### src/spp_pkg.sv
package spp_pkg;

    // Register byte offsets on the bus.
    localparam logic [4:0] SPP_OFS_CTRL = 5'h00;
    localparam logic [4:0] SPP_OFS_CHAN = 5'h04;
    localparam logic [4:0] SPP_OFS_CMR = 5'h08;
    localparam logic [4:0] SPP_OFS_XPAD = 5'h0c;
    localparam logic [4:0] SPP_OFS_STAT = 5'h10;
    localparam logic [4:0] SPP_OFS_TS = 5'h14;
    localparam logic [4:0] SPP_OFS_LEN = 5'h18;

    // Control register field positions.
    localparam int SPP_CTRL_FULL_HEADER_EXCLUSIVE_SETTING = 0;
    localparam int SPP_CTRL_LEGACY = 1;
    localparam int SPP_CTRL_CMR_EN = 2;
    localparam int SPP_CTRL_STORAGE = 3;
    localparam int SPP_CTRL_PEER = 4;
    localparam int SPP_CTRL_FILE_GO = 5;

    // Values after reset, and the largest channel count.
    localparam logic [2:0] SPP_CHAN_RST = 3'h1;
    localparam logic [2:0] SPP_CHAN_MAX = 3'h4;
    localparam logic [7:0] SPP_CMR_RST = 8'hff;

    // Frame slots held for one packet or frame-block group.
    localparam int SPP_NFR = 8;
    localparam logic [3:0] SPP_NFR_MAX = 4'h8;

    // Counts of header bytes in the stored file.
    localparam logic [3:0] SPP_MAGIC_LEN = 4'h8;
    localparam logic [3:0] SPP_CHAN_LEN = 4'h4;

    // Frame type index codes (low four bits are the rate index) and legacy request codes.
    localparam logic [3:0] SPP_RATE_PRI_SID = 4'hc;
    localparam logic [3:0] SPP_RATE_LEG_SID = 4'h9;
    localparam logic [3:0] SPP_RATE_LOST = 4'he;
    localparam logic [3:0] SPP_RATE_NODATA = 4'hf;
    localparam logic [3:0] SPP_REQ_LEG_A = 4'h3;
    localparam logic [3:0] SPP_REQ_LEG_B = 4'h6;

    // Full-header legacy descriptor size that may match a compact size.
    localparam logic [11:0] SPP_SID_EXEMPT_LEN = 12'h007;

    // Protected compact payload sizes, in bytes.
    localparam int SPP_NPROT = 21;
    localparam logic [SPP_NPROT*12-1:0] SPP_PROT_LIST = {
        12'h007, 12'h012, 12'h014, 12'h018, 12'h021, 12'h029,
        12'h03d, 12'h050, 12'h078, 12'h0a0, 12'h0f0, 12'h140,
        12'h011, 12'h017, 12'h020, 12'h024, 12'h028, 12'h02e,
        12'h032, 12'h03a, 12'h03c};

    // Operating states of the packer.
    typedef enum logic [3:0] {
        SPP_COLLECT = 4'b0000,
        SPP_FILL = 4'b0001,
        SPP_DECIDE = 4'b0010,
        SPP_CMRB = 4'b0011,
        SPP_TOCB = 4'b0100,
        SPP_PADB = 4'b0101,
        SPP_XPADB = 4'b0110,
        SPP_MAGIC = 4'b0111,
        SPP_CHANB = 4'b1000
    } spp_state_t;

    // Whole state of the packer.
    typedef struct packed {
        spp_state_t st;
        logic [3:0] idx;
        logic [3:0] nfr;
        logic [1:0] ch;
        logic [SPP_NFR-1:0][5:0] ft;
        logic [11:0] sum;
        logic [31:0] ts;
        logic marker;
        logic [3:0] active;
        logic compact;
        logic [1:0] cpad;
        logic [7:0] xleft;
        logic [11:0] len;
        logic pflag;
        logic [7:0] obyte;
        logic ack;
        logic [31:0] rdat;
        logic full_header_exclusive_setting;
        logic legacy;
        logic cmr_en;
        logic storage;
        logic peer;
        logic [2:0] chans;
        logic [7:0] cmr;
        logic [7:0] xpad;
    } spp_regs_t;

endpackage

### src/spp_size_guard.sv
`timescale 1ns/1ps
// Finds the fewest zero bytes that move a length off every protected size.
module spp_size_guard
    import spp_pkg::*;
(
    input wire logic [11:0] len_i,
    input wire logic exempt_i,
    output logic [1:0] pad_o
);

    // True when the given length equals any protected size.
    function automatic logic is_protected(input logic [11:0] len);
        logic hit;
        hit = 1'b0;
        for (int i = 0; i < SPP_NPROT; i++) begin
            if (SPP_PROT_LIST[i*12 +: 12] == len) begin
                hit = 1'b1;
            end
        end
        return hit;
    endfunction

    // Protected sizes are sparse, so two bytes always clear a collision.
    always_comb begin
        if (exempt_i || !is_protected(len_i)) begin
            pad_o = 2'h0;
        end else if (!is_protected(len_i + 12'h001)) begin
            pad_o = 2'h1;
        end else begin
            pad_o = 2'h2;
        end
    end

endmodule

### src/spp_packer.sv
// The Wishbone slave port and the address map were decided locally.
`timescale 1ns/1ps
module spp_packer
    import spp_pkg::*;
#(
    // File signature; this value is arbitrary.
    parameter logic [63:0] MAGIC_WORD = 64'h5350505f46494c45
) (
    input wire logic clk_i,
    input wire logic rst_i,
    input wire logic wb_cyc_i,
    input wire logic wb_stb_i,
    input wire logic wb_we_i,
    input wire logic [4:0] wb_adr_i,
    input wire logic [3:0] wb_sel_i,
    input wire logic [31:0] wb_dat_i,
    output logic [31:0] wb_dat_o,
    output logic wb_ack_o,
    input wire logic frm_valid_i,
    output logic frm_ready_o,
    input wire logic [5:0] frame_type_index_i,
    input wire logic [11:0] frm_bits_i,
    input wire logic [31:0] frm_ts_i,
    input wire logic frm_lost_i,
    input wire logic frm_last_i,
    output logic out_valid_o,
    input wire logic out_ready_i,
    output logic [7:0] out_data_o,
    output logic marker_o,
    output logic padding_flag_o
);

    spp_regs_t s_q; // Registered state.
    spp_regs_t s_d; // Next state.
    logic accept; // A frame is taken this cycle.
    logic act; // The taken frame carries active speech.
    logic [5:0] ft_in; // Type index stored for the taken frame.
    logic [11:0] full_len; // Full-header length before padding.
    logic exempt; // Legacy descriptor payload that keeps 56 bits.
    logic [1:0] guard_pad; // Collision padding from the guard.
    logic single; // One mono frame in the packet.
    logic compact_ok; // Compact format is chosen.

    // Active speech is any rate below the descriptor code.
    function automatic logic is_active(input logic [5:0] ft);
        logic [3:0] silence_descriptor_frame;
        silence_descriptor_frame = ft[5] ? SPP_RATE_LEG_SID : SPP_RATE_PRI_SID;
        return ft[3:0] < silence_descriptor_frame;
    endfunction

    // Byte presented on the output for a given state.
    function automatic logic [7:0] emit_byte(input spp_regs_t n);
        logic f;
        logic [5:0] ft;
        f = (n.idx != n.nfr - 4'h1);
        ft = n.ft[n.idx[2:0]];
        emit_byte = 8'h00;
        unique case (n.st)
            SPP_CMRB: begin
                emit_byte = n.peer ? {n.cmr[3:0], 4'h0} : n.cmr;
            end
            SPP_TOCB: begin
                if (n.peer) begin
                    emit_byte = {f, ft[3:0], ft[4], 2'h0};
                end else begin
                    emit_byte = {1'b0, f, ft};
                end
            end
            SPP_XPADB: begin
                emit_byte = (n.xleft == 8'h01) ? n.xpad : 8'h00;
            end
            SPP_MAGIC: begin
                emit_byte = MAGIC_WORD[8'd63 - {n.idx, 3'h0} -: 8];
            end
            SPP_CHANB: begin
                // Channel count goes out most significant byte first.
                emit_byte = (n.idx == 4'h3) ? {5'h00, n.chans} : 8'h00;
            end
            SPP_COLLECT, SPP_FILL, SPP_DECIDE, SPP_PADB: begin
                emit_byte = 8'h00;
            end
        endcase
    endfunction

    // Collision padding decision for the full-header length.
    spp_size_guard u_guard (
        .len_i(full_len),
        .exempt_i(exempt),
        .pad_o(guard_pad)
    );

    // Frames are taken only while collecting.
    assign frm_ready_o = (s_q.st == SPP_COLLECT);
    assign accept = frm_valid_i && frm_ready_o;
    assign act = is_active(frame_type_index_i) && !frm_lost_i;
    // A lost frame is replaced by the lost code of its mode.
    assign ft_in = frm_lost_i ? {frame_type_index_i[5:4], SPP_RATE_LOST}
                              : frame_type_index_i;
    assign out_valid_o = (s_q.st == SPP_CMRB) || (s_q.st == SPP_TOCB) ||
                         (s_q.st == SPP_PADB) || (s_q.st == SPP_XPADB) ||
                         (s_q.st == SPP_MAGIC) || (s_q.st == SPP_CHANB);
    assign out_data_o = s_q.obyte;
    assign marker_o = s_q.marker;
    assign padding_flag_o = s_q.pflag;
    assign wb_ack_o = s_q.ack;
    assign wb_dat_o = s_q.rdat;

    // Header length is request byte (never stored), entries, then data.
    assign full_len = {11'h000, s_q.cmr_en & ~s_q.storage} +
                      {8'h00, s_q.nfr} + s_q.sum;
    // Legacy descriptor with one request byte and one entry stays at 56.
    assign exempt = s_q.legacy && s_q.cmr_en && (s_q.nfr == 4'h1) &&
                    (s_q.ft[0][3:0] == SPP_RATE_LEG_SID) &&
                    (full_len == SPP_SID_EXEMPT_LEN);
    assign single = (s_q.nfr == 4'h1) && (s_q.chans == 3'h1);
    // Compact only for the two single mono cases, never in exclusive mode.
    assign compact_ok = !s_q.full_header_exclusive_setting && !s_q.storage && !s_q.peer &&
        single && ((!s_q.ft[0][5] && !s_q.cmr_en) ||
        (s_q.ft[0][5] && s_q.cmr_en && (s_q.cmr[3:0] != SPP_REQ_LEG_A) &&
        (s_q.cmr[3:0] != SPP_REQ_LEG_B)));

    // Next-state logic for the bus slave, collector and byte emitter.
    always_comb begin
        s_d = s_q;
        s_d.ack = 1'b0;
        // Bus slave: answer one cycle after the request, once.
        if (wb_cyc_i && wb_stb_i && !s_q.ack) begin
            s_d.ack = 1'b1;
            s_d.rdat = 32'h00000000;
            if (wb_we_i && wb_sel_i[0]) begin
                unique case (wb_adr_i)
                    SPP_OFS_CTRL: begin
                        s_d.full_header_exclusive_setting = wb_dat_i[SPP_CTRL_FULL_HEADER_EXCLUSIVE_SETTING];
                        s_d.legacy = wb_dat_i[SPP_CTRL_LEGACY];
                        s_d.cmr_en = wb_dat_i[SPP_CTRL_CMR_EN];
                        s_d.storage = wb_dat_i[SPP_CTRL_STORAGE];
                        s_d.peer = wb_dat_i[SPP_CTRL_PEER];
                        // A file start is honoured only between packets.
                        if (wb_dat_i[SPP_CTRL_FILE_GO] &&
                            s_q.st == SPP_COLLECT && s_q.nfr == 4'h0) begin
                            s_d.st = SPP_MAGIC;
                            s_d.idx = 4'h0;
                        end
                    end
                    SPP_OFS_CHAN: begin
                        // Out-of-range counts fall back to mono.
                        if (wb_dat_i[2:0] == 3'h0 ||
                            wb_dat_i[2:0] > SPP_CHAN_MAX) begin
                            s_d.chans = SPP_CHAN_RST;
                        end else begin
                            s_d.chans = wb_dat_i[2:0];
                        end
                    end
                    SPP_OFS_CMR: s_d.cmr = wb_dat_i[7:0];
                    SPP_OFS_XPAD: s_d.xpad = wb_dat_i[7:0];
                    default: begin
                    end
                endcase
            end else if (!wb_we_i) begin
                unique case (wb_adr_i)
                    SPP_OFS_CTRL: s_d.rdat = {27'h0, s_q.peer, s_q.storage,
                        s_q.cmr_en, s_q.legacy, s_q.full_header_exclusive_setting};
                    SPP_OFS_CHAN: s_d.rdat = {29'h0, s_q.chans};
                    SPP_OFS_CMR: s_d.rdat = {24'h0, s_q.cmr};
                    SPP_OFS_XPAD: s_d.rdat = {24'h0, s_q.xpad};
                    SPP_OFS_STAT: s_d.rdat = {16'h0, 4'h0, s_q.nfr, 2'h0,
                        s_q.cpad, s_q.pflag, s_q.marker, s_q.compact,
                        (s_q.st != SPP_COLLECT)};
                    SPP_OFS_TS: s_d.rdat = s_q.ts;
                    SPP_OFS_LEN: s_d.rdat = {20'h0, s_q.len};
                    default: s_d.rdat = 32'h00000000;
                endcase
            end
        end
        unique case (s_q.st)
            SPP_COLLECT: begin
                if (accept) begin
                    s_d.ft[s_q.nfr[2:0]] = ft_in;
                    // Octet-aligned data size of each frame.
                    s_d.sum = s_q.sum + ((frm_bits_i + 12'h007) >> 3);
                    if (s_q.nfr == 4'h0) begin
                        s_d.ts = frm_ts_i;
                        s_d.marker = act && !s_q.active[s_q.ch];
                    end else if (act && !s_q.active[s_q.ch]) begin
                        s_d.marker = 1'b1;
                    end
                    s_d.active[s_q.ch] = act;
                    s_d.ch = ({1'b0, s_q.ch} == s_q.chans - 3'h1) ? 2'h0
                                                                  : s_q.ch + 2'h1;
                    s_d.nfr = s_q.nfr + 4'h1;
                    if (frm_last_i || s_q.nfr == SPP_NFR_MAX - 4'h1) begin
                        s_d.st = SPP_FILL;
                    end
                end
            end
            SPP_FILL: begin
                // Complete the last block with no-payload entries.
                if (s_q.ch != 2'h0 && s_q.nfr < SPP_NFR_MAX) begin
                    s_d.ft[s_q.nfr[2:0]] = {s_q.legacy, 1'b1,
                                            SPP_RATE_NODATA};
                    s_d.active[s_q.ch] = 1'b0;
                    s_d.ch = ({1'b0, s_q.ch} == s_q.chans - 3'h1) ? 2'h0
                                                                  : s_q.ch + 2'h1;
                    s_d.nfr = s_q.nfr + 4'h1;
                end else begin
                    s_d.st = SPP_DECIDE;
                end
            end
            SPP_DECIDE: begin
                s_d.idx = 4'h0;
                s_d.compact = compact_ok;
                // Collision padding only in default handling.
                s_d.cpad = (compact_ok || s_q.full_header_exclusive_setting || s_q.peer ||
                            s_q.storage) ? 2'h0 : guard_pad;
                s_d.xleft = s_q.storage ? 8'h00 : s_q.xpad;
                s_d.pflag = !s_q.storage && !compact_ok &&
                            (s_q.xpad != 8'h00);
                if (compact_ok) begin
                    s_d.len = s_q.sum;
                    s_d.st = SPP_COLLECT;
                    s_d.nfr = 4'h0;
                    s_d.ch = 2'h0;
                    s_d.sum = 12'h000;
                end else begin
                    s_d.len = full_len + {10'h000, s_d.cpad} +
                              {4'h0, s_d.xleft};
                    // Stored frames carry no request byte.
                    s_d.st = (s_q.cmr_en && !s_q.storage) ? SPP_CMRB
                                                          : SPP_TOCB;
                end
            end
            SPP_CMRB: begin
                if (out_ready_i) begin
                    s_d.st = SPP_TOCB;
                end
            end
            SPP_TOCB: begin
                if (out_ready_i) begin
                    if (s_q.idx == s_q.nfr - 4'h1) begin
                        s_d.idx = 4'h0;
                        if (s_q.cpad != 2'h0) begin
                            s_d.st = SPP_PADB;
                        end else if (s_q.xleft != 8'h00) begin
                            s_d.st = SPP_XPADB;
                        end else begin
                            s_d.st = SPP_COLLECT;
                        end
                    end else begin
                        s_d.idx = s_q.idx + 4'h1;
                    end
                end
            end
            SPP_PADB: begin
                if (out_ready_i) begin
                    s_d.cpad = s_q.cpad - 2'h1;
                    if (s_q.cpad == 2'h1) begin
                        s_d.st = (s_q.xleft != 8'h00) ? SPP_XPADB
                                                      : SPP_COLLECT;
                    end
                end
            end
            SPP_XPADB: begin
                if (out_ready_i) begin
                    s_d.xleft = s_q.xleft - 8'h01;
                    if (s_q.xleft == 8'h01) begin
                        s_d.st = SPP_COLLECT;
                    end
                end
            end
            SPP_MAGIC: begin
                if (out_ready_i) begin
                    s_d.idx = s_q.idx + 4'h1;
                    if (s_q.idx == SPP_MAGIC_LEN - 4'h1) begin
                        s_d.idx = 4'h0;
                        s_d.st = SPP_CHANB;
                    end
                end
            end
            SPP_CHANB: begin
                if (out_ready_i) begin
                    s_d.idx = s_q.idx + 4'h1;
                    if (s_q.idx == SPP_CHAN_LEN - 4'h1) begin
                        s_d.idx = 4'h0;
                        s_d.st = SPP_COLLECT;
                    end
                end
            end
            default: s_d.st = SPP_COLLECT;
        endcase
        // Leaving an emitting state clears the packet for the next one.
        if (s_q.st != SPP_COLLECT && s_q.st != SPP_DECIDE &&
            s_q.st != SPP_FILL && s_d.st == SPP_COLLECT) begin
            s_d.nfr = 4'h0;
            s_d.ch = 2'h0;
            s_d.sum = 12'h000;
        end
        s_d.obyte = emit_byte(s_d);
    end

    // State register with synchronous reset.
    always_ff @(posedge clk_i) begin
        if (rst_i) begin
            s_q <= '0;
            s_q.st <= SPP_COLLECT;
            s_q.chans <= SPP_CHAN_RST;
            s_q.cmr <= SPP_CMR_RST;
        end else begin
            s_q <= s_d;
        end
    end

    AST_ACK_ONCE: assert property (@(posedge clk_i) disable iff (rst_i)
        wb_ack_o |=> !wb_ack_o)
        else $error("bus ack held for two cycles");

    AST_HF_NO_COMPACT: assert property (@(posedge clk_i) disable iff (rst_i)
        (s_q.st == SPP_DECIDE && s_q.full_header_exclusive_setting) |=> (!s_q.compact && s_q.cpad == 2'h0))
        else $error("compact or padding in exclusive full-header mode");

    AST_MULTI_FULL: assert property (@(posedge clk_i) disable iff (rst_i)
        (s_q.st == SPP_DECIDE && s_q.chans > 3'h1) |=> !s_q.compact)
        else $error("multi-channel payload sent compact");

    AST_ENTRY_BYTE: assert property (@(posedge clk_i) disable iff (rst_i)
        (s_q.st == SPP_TOCB && !s_q.peer) |-> (!out_data_o[7] &&
        out_data_o[6] == (s_q.idx != s_q.nfr - 4'h1)))
        else $error("table entry byte has wrong header or follow bit");

    AST_ONSET_MARK: assert property (@(posedge clk_i) disable iff (rst_i)
        (accept && act && !s_q.active[s_q.ch]) |=> marker_o)
        else $error("onset frame did not set the marker");

    AST_TS_FIRST: assert property (@(posedge clk_i) disable iff (rst_i)
        (accept && s_q.nfr == 4'h0) |=> (s_q.ts == $past(frm_ts_i)))
        else $error("timestamp not taken from first frame");

    AST_FULL_BLOCK: assert property (@(posedge clk_i) disable iff (rst_i)
        (s_q.st == SPP_DECIDE) |-> (s_q.ch == 2'h0 || s_q.nfr == SPP_NFR_MAX))
        else $error("frame-block left incomplete");

    AST_SID_NO_PAD: assert property (@(posedge clk_i) disable iff (rst_i)
        (s_q.st == SPP_DECIDE && exempt) |=> s_q.cpad == 2'h0)
        else $error("legacy descriptor payload was padded");

    AST_MAGIC_FIRST: assert property (@(posedge clk_i) disable iff (rst_i)
        (s_q.st == SPP_MAGIC && s_q.idx == 4'h0) |-> out_data_o == MAGIC_WORD[63:56])
        else $error("file does not open with the signature");

endmodule

### config.mk
export PLATFORM = sky130hd
export DESIGN_NAME = spp_packer
export DESIGN_NICKNAME = d
export VERILOG_FILES = /design/src/spp_pkg.sv /design/src/spp_size_guard.sv /design/src/spp_packer.sv
export SDC_FILE = /design/constraint.sdc
export NUM_CORES = 1
export LEC_CHECK = 0
export ABC_AREA = 1
export BUFFER_PORTS_ARGS = -buffer_cell sky130_fd_sc_hd__buf_2
export CORE_ASPECT_RATIO = 1.75
export CORE_MARGIN = 5
export CORE_UTILIZATION = 56
export CTS_BUF_LIST = sky130_fd_sc_hd__clkbuf_8
export DETAILED_ROUTE_END_ITERATION = 8
export PLACE_DENSITY = 0.8
export SLEW_MARGIN = 20
export SYNTH_ARGS = -nofsm -noshare
export SYNTH_HDL_FRONTEND = slang
export SYNTH_SLANG_ARGS = --single-unit
### constraint.sdc
create_clock -name clk_i -period 4.8 [get_ports clk_i]
set_input_delay 0.24 -clock clk_i [delete_from_list [all_inputs] [get_ports clk_i]]
set_output_delay 0.24 -clock clk_i [all_outputs]
set_load 0.03 [all_outputs]
==> summary.md <==
| Metric | Value |
|---|---|
| Max Cap Violations | `0` |
| Nets | `2392` |
| Detailed Routing Iterations Pass 1 | `7` |
| Setup-failing EPs final | `6` |
| Asr flop ratio synth | `0%` |
| Most used cell, CP | `nand2_2` |
| Status | `finished, violations left` |
| FF+latch count, synth | `200` |
| Post-route worst setup slack | `-390 ps` |
| Chip height | `213 um` |
| Syn Inst Count | `roughly 2100` |
| Critical path fanouts, max | `6` |
| Yosys warns | `0` |
| CP Data Required Time | `5270 ps` |
| Pins Over Slew Limit | `0` |
| Initial Utilization | `56.5%` |
| Vias | `around 15000` |
| Post-layout min period | `5190 ps` |
| First-pass GRT wire length | `roughly 72000 um` |
| Row count | `74` |
| Antenna violations before repair | `0` |
| Synth cell types | `between 50 and 60` |
| Largest net degree at the start of global routing | `between 70 and 80` |
| Number of global-route vias before repair | `between 10000 and 15000` |
| Synthesized Nets | `roughly 2200` |
| PnR Total Power | `between 0.006 and 0.007 W` |
| Grt total ovfl | `0` |
| Max frequency | `roughly 0.19 GHz` |
| Failing checks | `setup timing` |
| Clock Pin Slew Worst Setup and Hold Paths | `120 ps` |
| LEAKAGE | `7.43 nW` |
| Hold Violations, Final | `0` |
| Deepest clock path buffer count | `2` |
| Area added between synthesis and finish | `15.1%` |
| Die area | `approximately 0.027 sq mm` |
| Diodes inserted | `0` |
| Setup CP Type | `register to register` |
| Max incr delay on CP | `approximately 500 ps` |
| Syn_area_per_cell | `roughly 6.3 sq um` |
| TritonCTS Buffers | `17` |
| Post-route ant nets | `0` |
| CP max-delay cell | `fa_1` |
| RSZ-0062 raised after global routing | `yes` |
| Period utilization | `108%` |
| Core Area | `~0.023 sq mm` |
| DP HPWL | `35400 um` |
| CP endpoint kind | `register` |
| Port Buffer Count | `around 120` |
| WHS | `1.69 ps` |
| Peak VDD IR | `0.415 mV` |
| CTS H-Tree Depth | `4` |
| Routability cong. | `0.962` |
| Clock latency on the worst-skew pair | `roughly 540 ps` |
| Number of remaining DRC errors | `0` |
| Most used flip-flop cell after synthesis | `dfxtp_1` |
| Clk sinks | `200` |
| Synthesized area | `0.0131 sq mm` |
| Relative slew margins | `about two fifths` |
| DR vias/cell | `around 5.7` |
| PwrDens | `between 400 and 500 mW/mm^2` |
| Post-synth EDFFs | `0` |
| CP startpoint kind | `register` |
| Share of post-route cells with drive strength above 1 | `~17%` |
| Min-Delay Path Class | `input pin to register` |
| Chip Width | `roughly 130 um` |
| Clock root buffer | `clkbuf_8` |
| Critical Path AT | `around 5700 ps` |
| CTS tree | `built` |
| Skew final | `around 15 ps` |
| DR WL/cell | `between 15 and 20 um` |
| Io pins | `between 100 and 150` |
| Register area share after synthesis | `between 30% and 40%` |
| Worst-Margin Slew | `approximately 900 ps` |
| 1st-iter DRT viols | `1261` |
| GRT Total Usage | `approximately a third` |
| Final wirelength | `between 40000 and 50000 um` |
## critical path, delay by kind of cell, from the launching register on
kind / cells / cell delay [ps]
flip-flops: 1 / 340
AND/OR/NAND/NOR: 18 / 1640
adder cells (fa/ha/maj): 5 / 1770
AO/OA/AOI/OAI: 7 / 1040
buffers and inverters: 5 / 330
## routing by layer
layer	global-route usage (%)	up-vias	share of wire [%]
met4	33.5	0	11
met2	62.0	676	50
li1	-	7014	-
met1	32.2	6652	33
met3	5.61	291	5.5
met5	0	-	0
## registers in the layout, indices dropped and copies added, names as in the netlist
signal and flops:
wb_ack_o 1, out_data_o 8, marker_o 1, wb_dat_o 32, padding_flag_o 1, s_q 157
## path summary, 6_finish.rpt
check / from / to / slack [ps] / depth (start not counted)
max reg2reg: s_q[21]$_SDFFE_PP0P_ / s_q[77]$_SDFFE_PP0P_ / -390 / 35
min reg2reg: s_q[114]$_SDFFE_PP0P_ / wb_dat_o[20]$_SDFFE_PP0P_ / 470 / 2
max: s_q[21]$_SDFFE_PP0P_ / s_q[77]$_SDFFE_PP0P_ / -390 / 35
min: frm_ts_i[10] / s_q[104]$_SDFFE_PP0P_ / 2 / 3
## metrics by stage
| step | utilization [%] | cell area, sq um | cells | setup TNS (ps) | worst slack [ps] |
|---|---|---|---|---|---|
| final | 65.1 | 15100 | 2558 | -939 | -390 |
| after global routing | 65.1 | 15100 | 2558 | -2850 | -701 |
| after CTS | 64.7 | 15000 | 2557 | -809 | -299 |
| after detailed placement | 60.9 | 14100 | 2485 | -1950 | -597 |
| after global placement | 60.9 | 14100 | 2485 | -1280 | -448 |
| after floorplan | - | 13200 | 2087 | -234 | -137 |
## logic make-up (layout without fill, tap and decap cells)
group / count (synthesis) / after routing / synth area share [%]
and+or+nand+nor: 1060 / 1060 / 34.1
buffers and inverters: 384 / 551 / 12.7
AOI/OAI and AO/OA: 368 / 368 / 15.8
DFF: 200 / 200 / 30.5
adders and majority gates: 51 / 51 / 5.20
xor gates and xnor gates: 17 / 17 / 1.13
muxes: 7 / 7 / 0.533
## layout make-up
class / count / area (sq um)
clock buffer: 19 / 262
clock inverter: 13 / 175
tap: 304 / 380
inverter: 279 / 1050
fill: 2193 / 8110
sequential: 200 / 4010
multi-input combinational: 1503 / 7670
timing repair buffer: 240 / 1580
## cells in the mapped netlist (all sizes together) (2+ instances only)
cell type	number	area [sq um]
nand2	567	2190
inv	276	1040
nor2	263	1060
dfxtp	200	4000
nand3	171	893
o21ai	152	764
a21oi	124	636
buf	65	470
ha	45	563
clkbuf	40	150
nor3	29	150
o22ai	24	150
nand4	15	93.8
a31oi	12	75.1
o211ai	12	90.1
o221ai	11	96.3
or2	11	68.8
xor2	10	87.6
mux2i	7	70.1
xnor2	7	61.3
a22oi	6	45.0
fa	6	120
o21bai	4	30.0
o31ai	4	30.0
clkinv	3	11.3
o41ai	3	26.3
a211oi	2	15.0
a21o	2	15.0
a22o	2	17.5
a32oi	2	17.5
nor4	2	12.5
## report_power, final
| part | total (W) | leakage, nW | internal, W | switching (W) |
|---|---|---|---|---|
| clock | 0.00118 | 0.220 | 0.000474 | 0.000710 |
| sequential | 0.00199 | 1.62 | 0.00186 | 0.000128 |
| combinational | 0.00295 | 5.59 | 0.000987 | 0.00197 |
## what timing repair did
action	in CTS	in global routing
cloned	0	0
endpoints found under the setup margin	6	8
pin swaps	31	16
hold buffers	25	0
endpoints found under the hold margin	25	0
buffers inserted	17	5
resized for setup	30	22
## layout by cell type (no fill, tap or decap), types with 27 or more instances in the layout
cell	n
a21oi_1	118
buf_2	116
buf_4	98
dfxtp_1	198
ha_1	44
inv_1	249
nand2_1	527
nand2_2	34
nand3_1	160
nor2_1	240
nor3_1	27
o21ai_0	135
Note: power is estimated with default switching activity, not from simulation.
